<file path="config.mk">
export PLATFORM = sky130hd
export DESIGN_NAME = flash_security_config_regs
export DESIGN_NICKNAME = d
export VERILOG_FILES = /design/src/rtl/flash_regs_pkg.sv /design/src/rtl/flash_security_config_regs.sv
export SDC_FILE = /design/constraint.sdc
export NUM_CORES = 1
export LEC_CHECK = 0
export BUFFER_PORTS_ARGS = -buffer_cell sky130_fd_sc_hd__buf_2
export CORE_AREA = 2 2 67 69
export DETAILED_ROUTE_END_ITERATION = 8
export DIE_AREA = 0 0 69 71
export GPL_ROUTABILITY_DRIVEN = 0
export PLACE_DENSITY = 0.68
export SLEW_MARGIN = 30
export SYNTH_ARGS = -nofsm -noshare
export SYNTH_HDL_FRONTEND = slang
export SYNTH_SLANG_ARGS = --single-unit
export TNS_END_PERCENT = 50
</file>
<file path="constraint.sdc">
create_clock -name clock -period 1.6 [get_ports clock]
set_clock_uncertainty 0.05 [all_clocks]
set_input_delay 0.32 -clock clock [delete_from_list [all_inputs] [get_ports clock]]
set_output_delay 0.32 -clock clock [all_outputs]
set_load 0.03 [all_outputs]
</file>
<file path="src/rtl/flash_regs_pkg.sv">
// Constants and carriers for the flash security and configuration registers.
// Assumes an 8-bit register port with reads answered one cycle later.
package flash_regs_pkg;

  // ==========================================================
  // Register port
  localparam int         ADDR_W = 4;
  localparam int         DATA_W = 8;
  localparam logic [3:0] OFS_FLASH_SECURITY    = 4'h1;
  localparam logic [3:0] OFS_CMD_OBJECT_INDEX  = 4'h2;
  localparam logic [3:0] OFS_FLASH_RSV_ZERO    = 4'h3;
  localparam logic [3:0] OFS_FLASH_CONFIG      = 4'h4;
  localparam logic [3:0] OFS_ECC_ERROR_CONFIG  = 4'h5;
  localparam logic [3:0] OFS_FLASH_STATUS      = 4'h6;
  localparam logic [3:0] OFS_ECC_ERROR_STATUS  = 4'h7;
  localparam logic [3:0] OFS_EVENT_STATUS      = 4'h8;
  localparam logic [3:0] OFS_EVENT_MASK        = 4'h9;

  // ==========================================================
  // Field positions
  localparam int BIT_DONE_IRQ_EN   = 7;
  localparam int BIT_SKIP_SINGLE   = 4;
  localparam int BIT_FORCE_DOUBLE  = 1;
  localparam int BIT_FORCE_SINGLE  = 0;
  localparam int BIT_CMD_COMPLETE  = 7;
  localparam int BIT_DOUBLE_FAULT  = 1;
  localparam int BIT_SINGLE_FAULT  = 0;
  localparam int BIT_EV_DONE       = 2;
  localparam int BIT_EV_DOUBLE     = 1;
  localparam int BIT_EV_SINGLE     = 0;

  // ==========================================================
  // Field values and reset values
  localparam logic [1:0] KEY_ACCESS_ON    = 2'h2;
  localparam logic [1:0] LOCK_UNSECURED   = 2'h2;
  localparam logic [7:0] SECURITY_ALL_SET = 8'hFF;
  localparam logic [7:0] RST_SECURITY     = 8'hFF;
  localparam logic [7:0] RST_ZERO         = 8'h00;
  localparam logic       RST_CMD_COMPLETE = 1'b0;

  // ==========================================================
  // Carriers
  typedef struct packed {
    logic       wr;
    logic       rd;
    logic [3:0] addr;
    logic [7:0] wdata;
  } reg_req_s;

  typedef struct packed {
    logic       valid;
    logic [7:0] sec_byte;
    logic       double_fault;
  } nv_load_s;

  typedef struct packed {
    logic read;
    logic single_fault;
    logic double_fault;
  } array_read_s;

  typedef struct packed {
    logic [1:0] backdoor_access_field;
    logic [3:0] reserved_nonvolatile_bits;
    logic [1:0] lock_state_field;
  } security_s;

endpackage

</file>
<file path="src/rtl/flash_security_config_regs.sv">
// Security, command-index, reserved and configuration registers of a flash
// controller, with command-complete and ECC fault flags and interrupts.
// Assumes the sequencer and array read path are outside and signal by pulses.
`timescale 1ns/1ps

module flash_security_config_regs
  import flash_regs_pkg::*;
#(
  parameter int INDEX_W = 3
) (
  // Clock and reset
  input  wire logic                        clock,
  input  wire logic                        rst_n,
  // Register port
  input  wire flash_regs_pkg::reg_req_s    reg_req,
  output logic [flash_regs_pkg::DATA_W-1:0] reg_rdata,
  // Reset-sequence load of the security byte
  input  wire flash_regs_pkg::nv_load_s    nv_load,
  // Backdoor key comparison succeeded
  input  wire logic                        backdoor_unlock,
  // Command sequencer
  input  wire logic                        cmd_done,
  output logic                             cmd_launch,
  output logic [INDEX_W-1:0]               object_word_select,
  // Array read path
  input  wire flash_regs_pkg::array_read_s array_rd,
  output logic                             ecc_capture_stb,
  // Security state
  output logic                             key_access_enabled,
  output logic                             secured,
  // Interrupts
  output logic                             done_irq,
  output logic                             fault_irq,
  output logic                             irq
);
  import flash_regs_pkg::*;

  // ==========================================================
  // Decode
  function automatic logic hit(input reg_req_s r, input logic [3:0] ofs, input logic is_wr);
    hit = (is_wr ? r.wr : r.rd) && (r.addr == ofs);
  endfunction

  logic [7:0]         flash_security_reg;
  logic [INDEX_W-1:0] index_reg;
  logic               done_irq_en_reg;
  logic               skip_single_reg;
  logic               force_double_reg;
  logic               force_single_reg;
  logic [1:0]         ecc_error_config_reg;
  logic               cmd_complete_reg;
  logic               double_fault_reg;
  logic               single_fault_reg;
  logic [2:0]         event_status_reg;
  logic [2:0]         event_mask_reg;
  logic [7:0]         rdata_next;
  security_s          sec;

  assign sec = flash_security_reg;

  logic wr_cfg;
  logic wr_stat;
  logic wr_ecst;
  logic rd_evst;
  logic launch;
  logic set_double;
  logic set_single;
  logic set_done;
  logic clr_double;
  logic clr_single;
  logic wr_index;
  logic wr_ecfg;
  logic wr_mask;

  assign wr_cfg  = hit(reg_req, OFS_FLASH_CONFIG, 1'b1);
  assign wr_stat = hit(reg_req, OFS_FLASH_STATUS, 1'b1);
  assign wr_ecst = hit(reg_req, OFS_ECC_ERROR_STATUS, 1'b1);
  assign rd_evst = hit(reg_req, OFS_EVENT_STATUS, 1'b0);
  assign wr_index = hit(reg_req, OFS_CMD_OBJECT_INDEX, 1'b1);
  assign wr_ecfg  = hit(reg_req, OFS_ECC_ERROR_CONFIG, 1'b1);
  assign wr_mask  = hit(reg_req, OFS_EVENT_MASK, 1'b1);
  // write of one launches
  // A write of one while a command runs is ignored
  assign launch  = wr_stat && reg_req.wdata[BIT_CMD_COMPLETE] && cmd_complete_reg;
  // Done while already complete is not a new event
  assign set_done = cmd_done && !cmd_complete_reg;
  assign set_double = array_rd.read && (array_rd.double_fault || force_double_reg);
  assign set_single = array_rd.read &&
                      ((array_rd.single_fault && !skip_single_reg) || force_single_reg);
  // Write one to clear, ECC status only
  assign clr_double = wr_ecst && reg_req.wdata[BIT_DOUBLE_FAULT];
  assign clr_single = wr_ecst && reg_req.wdata[BIT_SINGLE_FAULT];

  // ==========================================================
  // Security register
  // Reload wins over unlock; a load restarts from the stored byte, or from all ones on a double fault
  logic [7:0] flash_security_next;

  always_comb begin
    flash_security_next = flash_security_reg;
    if (nv_load.valid) begin
      flash_security_next = nv_load.double_fault ? SECURITY_ALL_SET : nv_load.sec_byte;
    end else if (backdoor_unlock && sec.backdoor_access_field == KEY_ACCESS_ON) begin
      flash_security_next[1:0] = LOCK_UNSECURED;
    end
  end

  always_ff @(posedge clock) begin
    if (!rst_n) begin
      flash_security_reg <= RST_SECURITY;
    end else begin
      flash_security_reg <= flash_security_next;
    end
  end

  // ==========================================================
  // Index and configuration
  always_ff @(posedge clock) begin
    if (!rst_n) begin
      index_reg <= '0;
    end else if (wr_index) begin
      index_reg <= reg_req.wdata[INDEX_W-1:0];
    end
  end

  always_ff @(posedge clock) begin
    if (!rst_n) begin
      done_irq_en_reg  <= 1'b0;
      skip_single_reg  <= 1'b0;
      force_double_reg <= 1'b0;
      force_single_reg <= 1'b0;
    end else if (wr_cfg) begin
      // force single clears by write
      // Force bits stay set until software writes zero
      done_irq_en_reg  <= reg_req.wdata[BIT_DONE_IRQ_EN];
      skip_single_reg  <= reg_req.wdata[BIT_SKIP_SINGLE];
      force_double_reg <= reg_req.wdata[BIT_FORCE_DOUBLE];
      force_single_reg <= reg_req.wdata[BIT_FORCE_SINGLE];
    end
  end

  always_ff @(posedge clock) begin
    if (!rst_n) begin
      ecc_error_config_reg <= '0;
    end else if (wr_ecfg) begin
      ecc_error_config_reg <= reg_req.wdata[1:0];
    end
  end

  // ==========================================================
  // Command complete flag
  always_ff @(posedge clock) begin
    if (!rst_n) begin
      cmd_complete_reg <= RST_CMD_COMPLETE;
    end else begin
      if (set_done) begin
        cmd_complete_reg <= 1'b1;
      end else if (launch) begin
        cmd_complete_reg <= 1'b0;
      end
    end
  end

  // Launch strobe lasts exactly one cycle
  always_ff @(posedge clock) begin
    if (!rst_n) begin
      cmd_launch <= 1'b0;
    end else begin
      cmd_launch <= launch;
    end
  end

  // ==========================================================
  // ECC fault flags, write one to clear; a set in the same cycle wins
  always_ff @(posedge clock) begin
    if (!rst_n) begin
      double_fault_reg <= 1'b0;
    end else if (set_double) begin
      double_fault_reg <= 1'b1;
    end else if (clr_double) begin
      double_fault_reg <= 1'b0;
    end
  end

  always_ff @(posedge clock) begin
    if (!rst_n) begin
      single_fault_reg <= 1'b0;
    end else if (set_single) begin
      single_fault_reg <= 1'b1;
    end else if (clr_single) begin
      single_fault_reg <= 1'b0;
    end
  end

  // Capture only genuine faults, forced ones leave the capture alone
  always_ff @(posedge clock) begin
    if (!rst_n) begin
      ecc_capture_stb <= 1'b0;
    end else begin
      ecc_capture_stb <= array_rd.read &&
                         (array_rd.double_fault ||
                          (array_rd.single_fault && !skip_single_reg));
    end
  end

  // ==========================================================
  // Event status, cleared by reading it; an event in the read cycle survives
  always_ff @(posedge clock) begin
    if (!rst_n) begin
      event_status_reg <= '0;
    end else begin
      event_status_reg <= (rd_evst ? 3'h0 : event_status_reg) |
                          {set_done, set_double, set_single};
    end
  end

  always_ff @(posedge clock) begin
    if (!rst_n) begin
      event_mask_reg <= '0;
    end else if (wr_mask) begin
      event_mask_reg <= reg_req.wdata[2:0];
    end
  end

  // ==========================================================
  // Interrupt outputs registered from next-state terms, state outputs from stored bits
  logic cc_next;
  logic df_next;
  logic sf_next;
  logic [2:0] ev_next;

  always_comb begin
    cc_next = set_done ? 1'b1 : (launch ? 1'b0 : cmd_complete_reg);
    df_next = set_double | (double_fault_reg & ~clr_double);
    sf_next = set_single | (single_fault_reg & ~clr_single);
    ev_next = (rd_evst ? 3'h0 : event_status_reg) | {set_done, set_double, set_single};
  end

  // level while both are one
  // Uses the written enable so the request tracks the register exactly
  always_ff @(posedge clock) begin
    if (!rst_n) begin
      done_irq <= 1'b0;
    end else begin
      done_irq <= (wr_cfg ? reg_req.wdata[BIT_DONE_IRQ_EN] : done_irq_en_reg) & cc_next;
    end
  end

  // skipped singles never set the flag
  always_ff @(posedge clock) begin
    if (!rst_n) begin
      fault_irq <= 1'b0;
    end else begin
      fault_irq <= (ecc_error_config_reg[1] & df_next) | (ecc_error_config_reg[0] & sf_next);
    end
  end

  // Masked event summary, one level for the CPU
  always_ff @(posedge clock) begin
    if (!rst_n) begin
      irq <= 1'b0;
    end else begin
      irq <= |(ev_next & event_mask_reg);
    end
  end

  // Decoded from stored bits; a reload shows two cycles later
  always_ff @(posedge clock) begin
    if (!rst_n) begin
      key_access_enabled <= 1'b0;
    end else begin
      key_access_enabled <= sec.backdoor_access_field == KEY_ACCESS_ON;
    end
  end

  always_ff @(posedge clock) begin
    if (!rst_n) begin
      secured <= 1'b1;
    end else begin
      secured <= sec.lock_state_field != LOCK_UNSECURED;
    end
  end

  // Copy lags the index register by one cycle
  always_ff @(posedge clock) begin
    if (!rst_n) begin
      object_word_select <= '0;
    end else begin
      object_word_select <= index_reg;
    end
  end

  // ==========================================================
  // Read data, one cycle after the strobe
  // Map, offset and contents:
  //   1  security, read only
  //   2  index, low bits only
  //   3  reserved, always zero
  //   4  config: done enable, skip single, force double, force single
  //   5  ECC interrupt enables, double and single
  //   6  status, complete flag in the top bit
  //   7  ECC status, write one to clear
  //   8  event status, read to clear
  //   9  event mask, same layout as event status
  // Cycles without a read return zero so stale data never lingers
  always_comb begin
    rdata_next = RST_ZERO;
    if (reg_req.rd) begin
      unique case (reg_req.addr)
        OFS_FLASH_SECURITY:   rdata_next = flash_security_reg;
        OFS_CMD_OBJECT_INDEX: rdata_next = {{(DATA_W-INDEX_W){1'b0}}, index_reg};
        // reserved reads zero
        // No storage behind it at all
        OFS_FLASH_RSV_ZERO:   rdata_next = RST_ZERO;
        OFS_FLASH_CONFIG:     rdata_next = {done_irq_en_reg, 2'b00, skip_single_reg,
                                            2'b00, force_double_reg, force_single_reg};
        OFS_ECC_ERROR_CONFIG: rdata_next = {6'h00, ecc_error_config_reg};
        OFS_FLASH_STATUS:     rdata_next = {cmd_complete_reg, 7'h00};
        OFS_ECC_ERROR_STATUS: rdata_next = {6'h00, double_fault_reg, single_fault_reg};
        OFS_EVENT_STATUS:     rdata_next = {5'h00, event_status_reg};
        OFS_EVENT_MASK:       rdata_next = {5'h00, event_mask_reg};
        default:              rdata_next = RST_ZERO;
      endcase
    end
  end

  always_ff @(posedge clock) begin
    if (!rst_n) begin
      reg_rdata <= RST_ZERO;
    end else begin
      reg_rdata <= rdata_next;
    end
  end

endmodule

</file>
==> results.md, run 1 <==
- The flow ran to the end, and the final reports show no timing, DRC or antenna violations.
- The worst setup path is captured at a flop.
- For this run, asynchronously set or reset flops after synthesis account for 0%.
- The cell count after synthesis came out at between 150 and 200.
- The number of global-route vias before repair is 1543.
- Once the floorplan was initialized, standard cells occupied 43.1% of the core.
- TritonCTS built the clock tree.
- The number of endpoints failing setup at the final stage is 0.
- Counting I/O delays and the setup requirement, the final critical path takes ~1.3 ns.
- After detailed routing, the number of remaining DRC violations is 0.
- Dividing the final minimum period by the clock period gives 82.1%.
- Leaving out fill and tap cells, the most frequent cell in the layout is sky130_fd_sc_hd__buf_2.
- In the global route stage, overall resource usage came out at between 10% and 20%.
- The worst hold path was traced through 3 stages.
- The final hold violation count is 0.
- The worst hold path begins at nv_load[5].
- The total wire length after detailed routing is 4110 um.
- The clock slew at the register clock pins of the worst setup and hold paths is around 0.080 ns.
- The reg-to-reg startpoint is skip_single_reg$_SDFFE_PN0N_.
- Across all register-to-register paths, the minimum setup slack is 0.29 ns.
- The leftover overflow at the end of global routing is 0.
- The violation count after the first detailed-route iteration is 56.
- The via count of the routed design is around 1600.
- The number of hold buffers added after cts is 0.
- The highest clock rate is 761 MHz.
- The number of warnings printed during yosys synthesis is 0.
- The number of gates resized after CTS was 0.
- The worst supply voltage drop on vdd is 0.000477 V.
- The overall power of the completed layout is around 2.2 mW.
- The most instantiated flip-flop cell in the synthesis netlist is sky130_fd_sc_hd__dfxtp_1.
- The flip-flop and latch count after synthesis is 44.
- For this run, the register share of the synthesized area comes to about 50%.
- In the layout the commonest cells are sky130_fd_sc_hd__buf_2 (45), sky130_fd_sc_hd__dfxtp_1 (44), sky130_fd_sc_hd__nand2_1 (18), sky130_fd_sc_hd__nor2_1 (16).
- The worst-margin pin slew is 0.282 ns.
- The tightest hold margin is 0.201 ns.
- The summed instance area of the synthesized netlist is about 1800 um2.
- In the final routed layout, each cell accounts on average for ~14 um.
- The area added between synthesis and finish is 23.7%.
- The core region is 4200 um2.
- For the worst flop-to-flop path, the logic depth is 4.
- The number of antenna violations at the first check in global routing is 0.
- Data on the critical path is required at its endpoint by 1.72 ns.
- The longest clock path from root to sink contains 2 buffers.
- The largest fanout on the critical path is 3.
- The final-report max-slew violation count is 0.
- The critical path in this run is classified as flop to flop.
- The worst pin sits at a relative slew slack of between 80 and 90%.
- The routed via count divided by cell count is 5.29.
- The residual antenna-violating net count after detailed routing is 0.
- The number of antenna diodes in the final layout is 0.
- The count of flip-flops with a built-in enable after synthesis is 0.
- The end of the worst register-to-register path is irq$_SDFF_PN0_.
- The mean cell area of the mapped netlist is 9.30 um2.
- Excluding fillers, the count of instances in the completed layout stands at 302.
- The CTS H-tree depth is 2.
- The final layout net count is 280.
- The worst setup path is launched from a flop.
- The arrival time of data at the critical path endpoint is 1.44 ns.
- The floorplan die height is 71 um.
- The leakage power figure is 1.04 nW.
- The min-delay analysis places its worst path in the category input pin to flop.
- The end point of the most critical hold path is flash_security_reg[4]$_SDFFE_PN1P_.
- Detailed placement finished with a half-perimeter wire length of 3080 um.
- The number of standard-cell rows in the floorplan is 24.
- The largest net degree at the start of global routing is 18.
- The post-synthesis cell type count is between 40 and 50.
- The clock reaches the later pin of the worst-skew pair after 0.29 ns.
- The count of placed standard cells including taps is 294.
- The tree is rooted in a sky130_fd_sc_hd__clkbuf_8.
- The fraction of final layout cells sized beyond drive strength 1 is 27.6%.
- Setup repair after global routing left no endpoint under its margin.
- The top-level port count is 49.
- The area of the die is approximately 4900 um2.
- The tool flagged a number of max-cap violations equal to 0.
- The number of buffers inserted by post-CTS setup repair is 0.
- Counting the buffers created by CTS gives 5.
- The layout filler cell count is slightly above 400.
- During placement, the flow inserted port buffers numbering 45.
- The number of sinks driven by the clock tree is 44.
- The die is approximately 69 um wide.
- The total negative setup slack is 0 ns.
- When the netlist entered floorplanning its net count stood at ~230.
- The first detailed-routing pass ran for 4 iterations.
- The first global-routing pass estimated about 7000 um of wire.
- Dividing total power by cell area gives a power density of 977 nW/um2.
-- worst max-delay path by stage --
| stage | from | end | slack (ns) | cells past startpoint |
|---|---|---|---|---|
| 6_report | skip_single_reg$_SDFFE_PN0N_ | irq$_SDFF_PN0_ | 0.29 | 4 |
| 5_1_grt | skip_single_reg$_SDFFE_PN0N_ | irq$_SDFF_PN0_ | 0.12 | 4 |
| 4_1_cts | skip_single_reg$_SDFFE_PN0N_ | irq$_SDFF_PN0_ | 0.30 | 4 |
| 3_5_place_dp | reg_req[10] | reg_rdata[1]$_SDFF_PN0_ | 0.06 | 6 |
| 3_3_place_gp | reg_req[11] | fault_irq$_SDFF_PN0_ | 0.06 | 5 |
| 2_1_floorplan | reg_req[10] | irq$_SDFF_PN0_ | 0.29 | 4 |
-- Yosys cell counts, types with 2 or more instances --
cell	instances	area, um2
sky130_fd_sc_hd__a211o_1	2	17.5
sky130_fd_sc_hd__a221oi_1	2	17.5
sky130_fd_sc_hd__buf_2	4	20.0
sky130_fd_sc_hd__o21bai_1	2	15.0
sky130_fd_sc_hd__a21oi_1	11	55.1
sky130_fd_sc_hd__nand2_1	18	67.6
sky130_fd_sc_hd__and2_1	10	62.6
sky130_fd_sc_hd__a22oi_1	2	15.0
sky130_fd_sc_hd__o21ai_0	5	25.0
sky130_fd_sc_hd__nor2b_1	6	37.5
sky130_fd_sc_hd__a32oi_1	2	17.5
sky130_fd_sc_hd__a21o_1	2	15.0
sky130_fd_sc_hd__mux2i_1	10	100
sky130_fd_sc_hd__inv_1	3	11.3
sky130_fd_sc_hd__nor2_1	16	60.1
sky130_fd_sc_hd__and3b_1	2	17.5
sky130_fd_sc_hd__and3_1	4	25.0
sky130_fd_sc_hd__clkbuf_1	3	11.3
sky130_fd_sc_hd__nand3_1	8	40.0
sky130_fd_sc_hd__a31oi_1	2	12.5
sky130_fd_sc_hd__dfxtp_1	44	881
sky130_fd_sc_hd__and2b_1	4	30.0
sky130_fd_sc_hd__o22ai_1	8	50.1
sky130_fd_sc_hd__nand4_1	2	12.5
sky130_fd_sc_hd__o211a_1	2	20.0
-- cell type report --
type	instances	area [um2]	share of cell area (%)
sequential	44	881	39.3
multi-input combinational	138	867	38.7
timing repair buffer	56	308	13.7
clock buffer	6	72.6	3.23
tap	52	65.1	2.90
clock inverter	2	35.0	1.56
inverter	4	15.0	0.669
-- where the power goes --
group	leakage, nW	switching, mW	internal [mW]
logic	0.625	0.127	0.0981
clock network	0.0552	0.361	0.463
registers	0.358	0.0183	1.12
total	1.04	0.507	1.69
-- critical path: stages (launching register included) --
cell                      delay [ns]
sky130_fd_sc_hd__dfxtp_1        0.36
sky130_fd_sc_hd__nor2b_1        0.08
sky130_fd_sc_hd__o21ai_0        0.26
sky130_fd_sc_hd__o22ai_1        0.14
sky130_fd_sc_hd__a221o_1        0.30
-- kinds of logic after synthesis --
group / count (synthesis) / share of synthesized area [%]
and+or+nand+nor: 81 / 24.6
AOI/OAI and AO/OA: 46 / 17.0
DFF: 44 / 48.6
buffers and inverters: 13 / 3.59
muxes: 11 / 6.14
-- metrics by stage --
stage | cell area [um2] | setup slack, ns | util, %
5_1_grt | 2240 | 0.123 | 53.4
3_3_place_gp | 2140 | 0.0615 | 50.8
2_1_floorplan | 1810 | 0.293 | -
3_5_place_dp | 2140 | 0.0587 | 50.8
4_1_cts | 2240 | 0.298 | 53.4
6_report | 2240 | 0.286 | 53.4
-- routing by layer --
| layer | share of wire [%] | global-route usage (%) | up-vias |
|---|---|---|---|
| met3 | 7.8 | 5.98 | 8 |
| met1 | 46 | 22.0 | 723 |
| met4 | 2.3 | 6.75 | 0 |
| met5 | 0 | 0 | - |
| met2 | 44 | 28.5 | 68 |
| li1 | - | - | 800 |
No activity file was read; power rests on OpenSTA's default activity.
==> run 2, diff against run 1 <==
PLACE_DENSITY = 0.71   (was 0.68)
clock period = 1.1 ns   (was 1.6 ns; I/O delays follow)
==> run 2 against run 1 <==
Sequential share of layout area down 3.5 points. Setup slack worse by 0.38 ns. Sequential power up 46%. Clock power up 17%. Non-clock buffer count up 23. Largest power group unchanged. Critical path type is now input pin to flop. Flip-flop and latch count unchanged. Cell count up 7.3%. The flow now finishes with violations (setup timing).
==> results.md, run 2 (synthesis results as in run 1) <==
- The number of antenna violations at the first check in global routing is 0.
- Leaving out fill and tap cells, the most frequent cell in the layout is sky130_fd_sc_hd__dfxtp_1.
- The largest net degree at the start of global routing is 18.
- The number of antenna diodes in the final layout is 0.
- The first global-routing pass estimated 7690 um of wire.
- In the final routed layout, each cell accounts on average for between 10 and 15 um.
- STA classifies the critical path startpoint as an input pin.
- Once layout is complete, the utilization of the core stands at 59.0%.
- The clock group share of total power is 31.7%.
- The number of global-route vias before repair came to 1642.
- Net switching is 25.6% of the power.
- Setup violations remaining at the end of the flow were counted as 3.
- The final layout net count is 303.
- The final-report max-slew violation count is 0.
- The residual antenna-violating net count after detailed routing is 0.
- For this run, the slowest stage of the critical path takes 0.30 ns.
- The internal power is 2.27 mW.
- The post-route cell area is roughly 2500 um2.
- In this run the deepest clock path goes through 2 buffers.
- For this configuration, the core starts out at a cell density of between 40% and 50%.
- The remaining max-slew budget at the tightest pin is 77.6%.
- Buffers placed on the I/O ports in this run total 45.
- The leakage power figure is 1.15 nW.
- The number of sinks driven by the clock tree is 44.
- The tightest hold margin is 0.0923 ns.
- Across the VDD grid, the largest voltage drop is 0.000850 V.
- The total buffers and inverters traversed by the critical path is 2.
- The critical path capture point type is a flop.
- The floorplan step set the die height to roughly 71 um.
- The top-level port count is 49.
- After layout, the minimum clock period comes to 1.19 ns.
- The cell chosen for the clock root is sky130_fd_sc_hd__clkbuf_8.
- For this run, design rule violations remaining after detail routing come to 0.
- The sequential power share is between 50% and 60%.
- Setup repair after global routing could not meet its margin everywhere.
- After detailed routing, the total wire length is between 4000 and 5000 um.
- The die covers slightly below 5000 um2.
- Clock-pin slew was measured on the worst setup and hold paths at around 0.080 ns.
- The CTS H-tree depth is 2.
- TritonCTS built the clock tree.
- The routed via count divided by cell count is 5.25.
- The area after detailed placement is ~2300 um2.
- The fraction of final layout cells sized beyond drive strength 1 is between 40% and 50%.
- The HPWL after detailed placement is 3610 um.
- For this design the total switching power over the nets is 778 uW.
- The kind of cell with the highest combined delay on the critical path is compound AO/OA/AOI/OAI gates.
- The data required time of the critical path is ~1.3 ns.
- In the global route stage, overall resource usage came out at 20.1%.
- The first detailed-routing pass took 5 iterations.
- The die span in x is 69 um.
- The post-route worst setup slack is -0.0908 ns.
- The number of buffers created by CTS is 5.
- Leaving out fill and tap cells, the most frequent cells in the layout are sky130_fd_sc_hd__dfxtp_1 (39), sky130_fd_sc_hd__buf_2 (38), sky130_fd_sc_hd__buf_4 (37), sky130_fd_sc_hd__nand2_1 (18), sky130_fd_sc_hd__nor2_1 (15).
- Dividing total power by cell area gives a power density of approximately 1200 nW/um2.
- In this run, the number of DRC markers left after iteration 0 of detailed routing was 89.
- The initialized floorplan defines 24 standard-cell rows.
- For the worst-skew pair, the clock arrives at the later sink with an insertion delay of around 0.30 ns.
- The worst-margin pin slew is 0.332 ns.
- Among all stages on the critical path, the largest delay is contributed by sky130_fd_sc_hd__a211o_1.
- The setup path with the least slack is of type input pin to flop.
- Timing would allow up to 840 MHz.
- The checks that failed: setup timing.
- The flow ran to the end, but the final reports show violations.
- The share of the clock period used by the worst path is 108%.
- The core region is 4200 um2.
- The via count of the routed design is 1701.
- Traced cell by cell, the critical path runs through buf_2, buf_4, and2b_1, a221oi_4, a211o_1, a31oi_2.
- The largest fanout on the critical path is 7.
- The area growth from synthesis to layout is 36.9%.
- The combinational share of power is 13.6%.
- The total of max-cap violations is 0.
- The arrival time of data at the critical path endpoint is 1.35 ns.
- The leftover overflow at the end of global routing is 0.
- The worst hold path belongs to the class input pin to flop.
- The final hold violation count is 0.
-- run 2: final timing paths --
check | startpoint | endpoint | slack (ns) | cells after the start
max | reg_req[10] | reg_rdata[0]$_SDFF_PN0_ | -0.09 | 6
min | nv_load[8] | flash_security_reg[7]$_SDFFE_PN1P_ | 0.09 | 3
max reg2reg | force_single_reg$_SDFFE_PN0N_ | reg_rdata[0]$_SDFF_PN0_ | -0.08 | 4
min reg2reg | flash_security_reg[3]$_SDFFE_PN1P_ | reg_rdata[3]$_SDFF_PN0_ | 0.41 | 1
-- run 2: metrics by stage --
step	setup TNS, ns	worst slack (ns)	std cells	power, mW
floorplan	-0.0828	-0.0706	195	1.90
global placement	-4.65	-0.306	316	2.09
detailed placement	-5.07	-0.312	316	2.09
CTS	-0.234	-0.0959	324	3.05
global route	-0.369	-0.149	324	3.19
finish	-0.200	-0.0908	324	3.04
-- run 2: per-layer routing --
layer  GRT usage [%]  vias up  wire (um)
li1                -      843          -
met1            24.2      786       2020
met2            33.5       63       2280
met3            5.27        9        327
met4            9.37        0         99
met5               0        -          0
-- run 2: repair_timing --
action                                  CTS  global route
endpoints found under the setup margin    4            16
hold buffers                              0             0
resized for setup                         7            22
pin swaps                                 0             4
setup buffers                             1             0
hold endpoints to repair                  0             0
-- run 2: worst reg2reg max path: stages, from the launching register on --
cell                       delay (ns)
sky130_fd_sc_hd__dfxtp_2         0.34
sky130_fd_sc_hd__buf_6           0.12
sky130_fd_sc_hd__a221oi_4        0.26
sky130_fd_sc_hd__a211o_1         0.16
sky130_fd_sc_hd__a31oi_2         0.11
-- run 2: area by class of cell --
type	count	area (um2)
fill	393	1720
multi-input combinational	138	928
sequential	44	887
timing repair buffer	79	505
clock buffer	5	68.8
tap	52	65.1
inverter	4	15.0
clock inverter	2	12.5
-- run 2: power by group through the flow --
stage | sequential, mW | combinational, mW | clock [mW]
4_1_cts | 1.66 | 0.402 | 0.988
3_3_place_gp | 1.70 | 0.388 | 0
5_1_grt | 1.67 | 0.452 | 1.06
6_report | 1.67 | 0.415 | 0.965
2_1_floorplan | 1.71 | 0.190 | 0
3_5_place_dp | 1.70 | 0.394 | 0
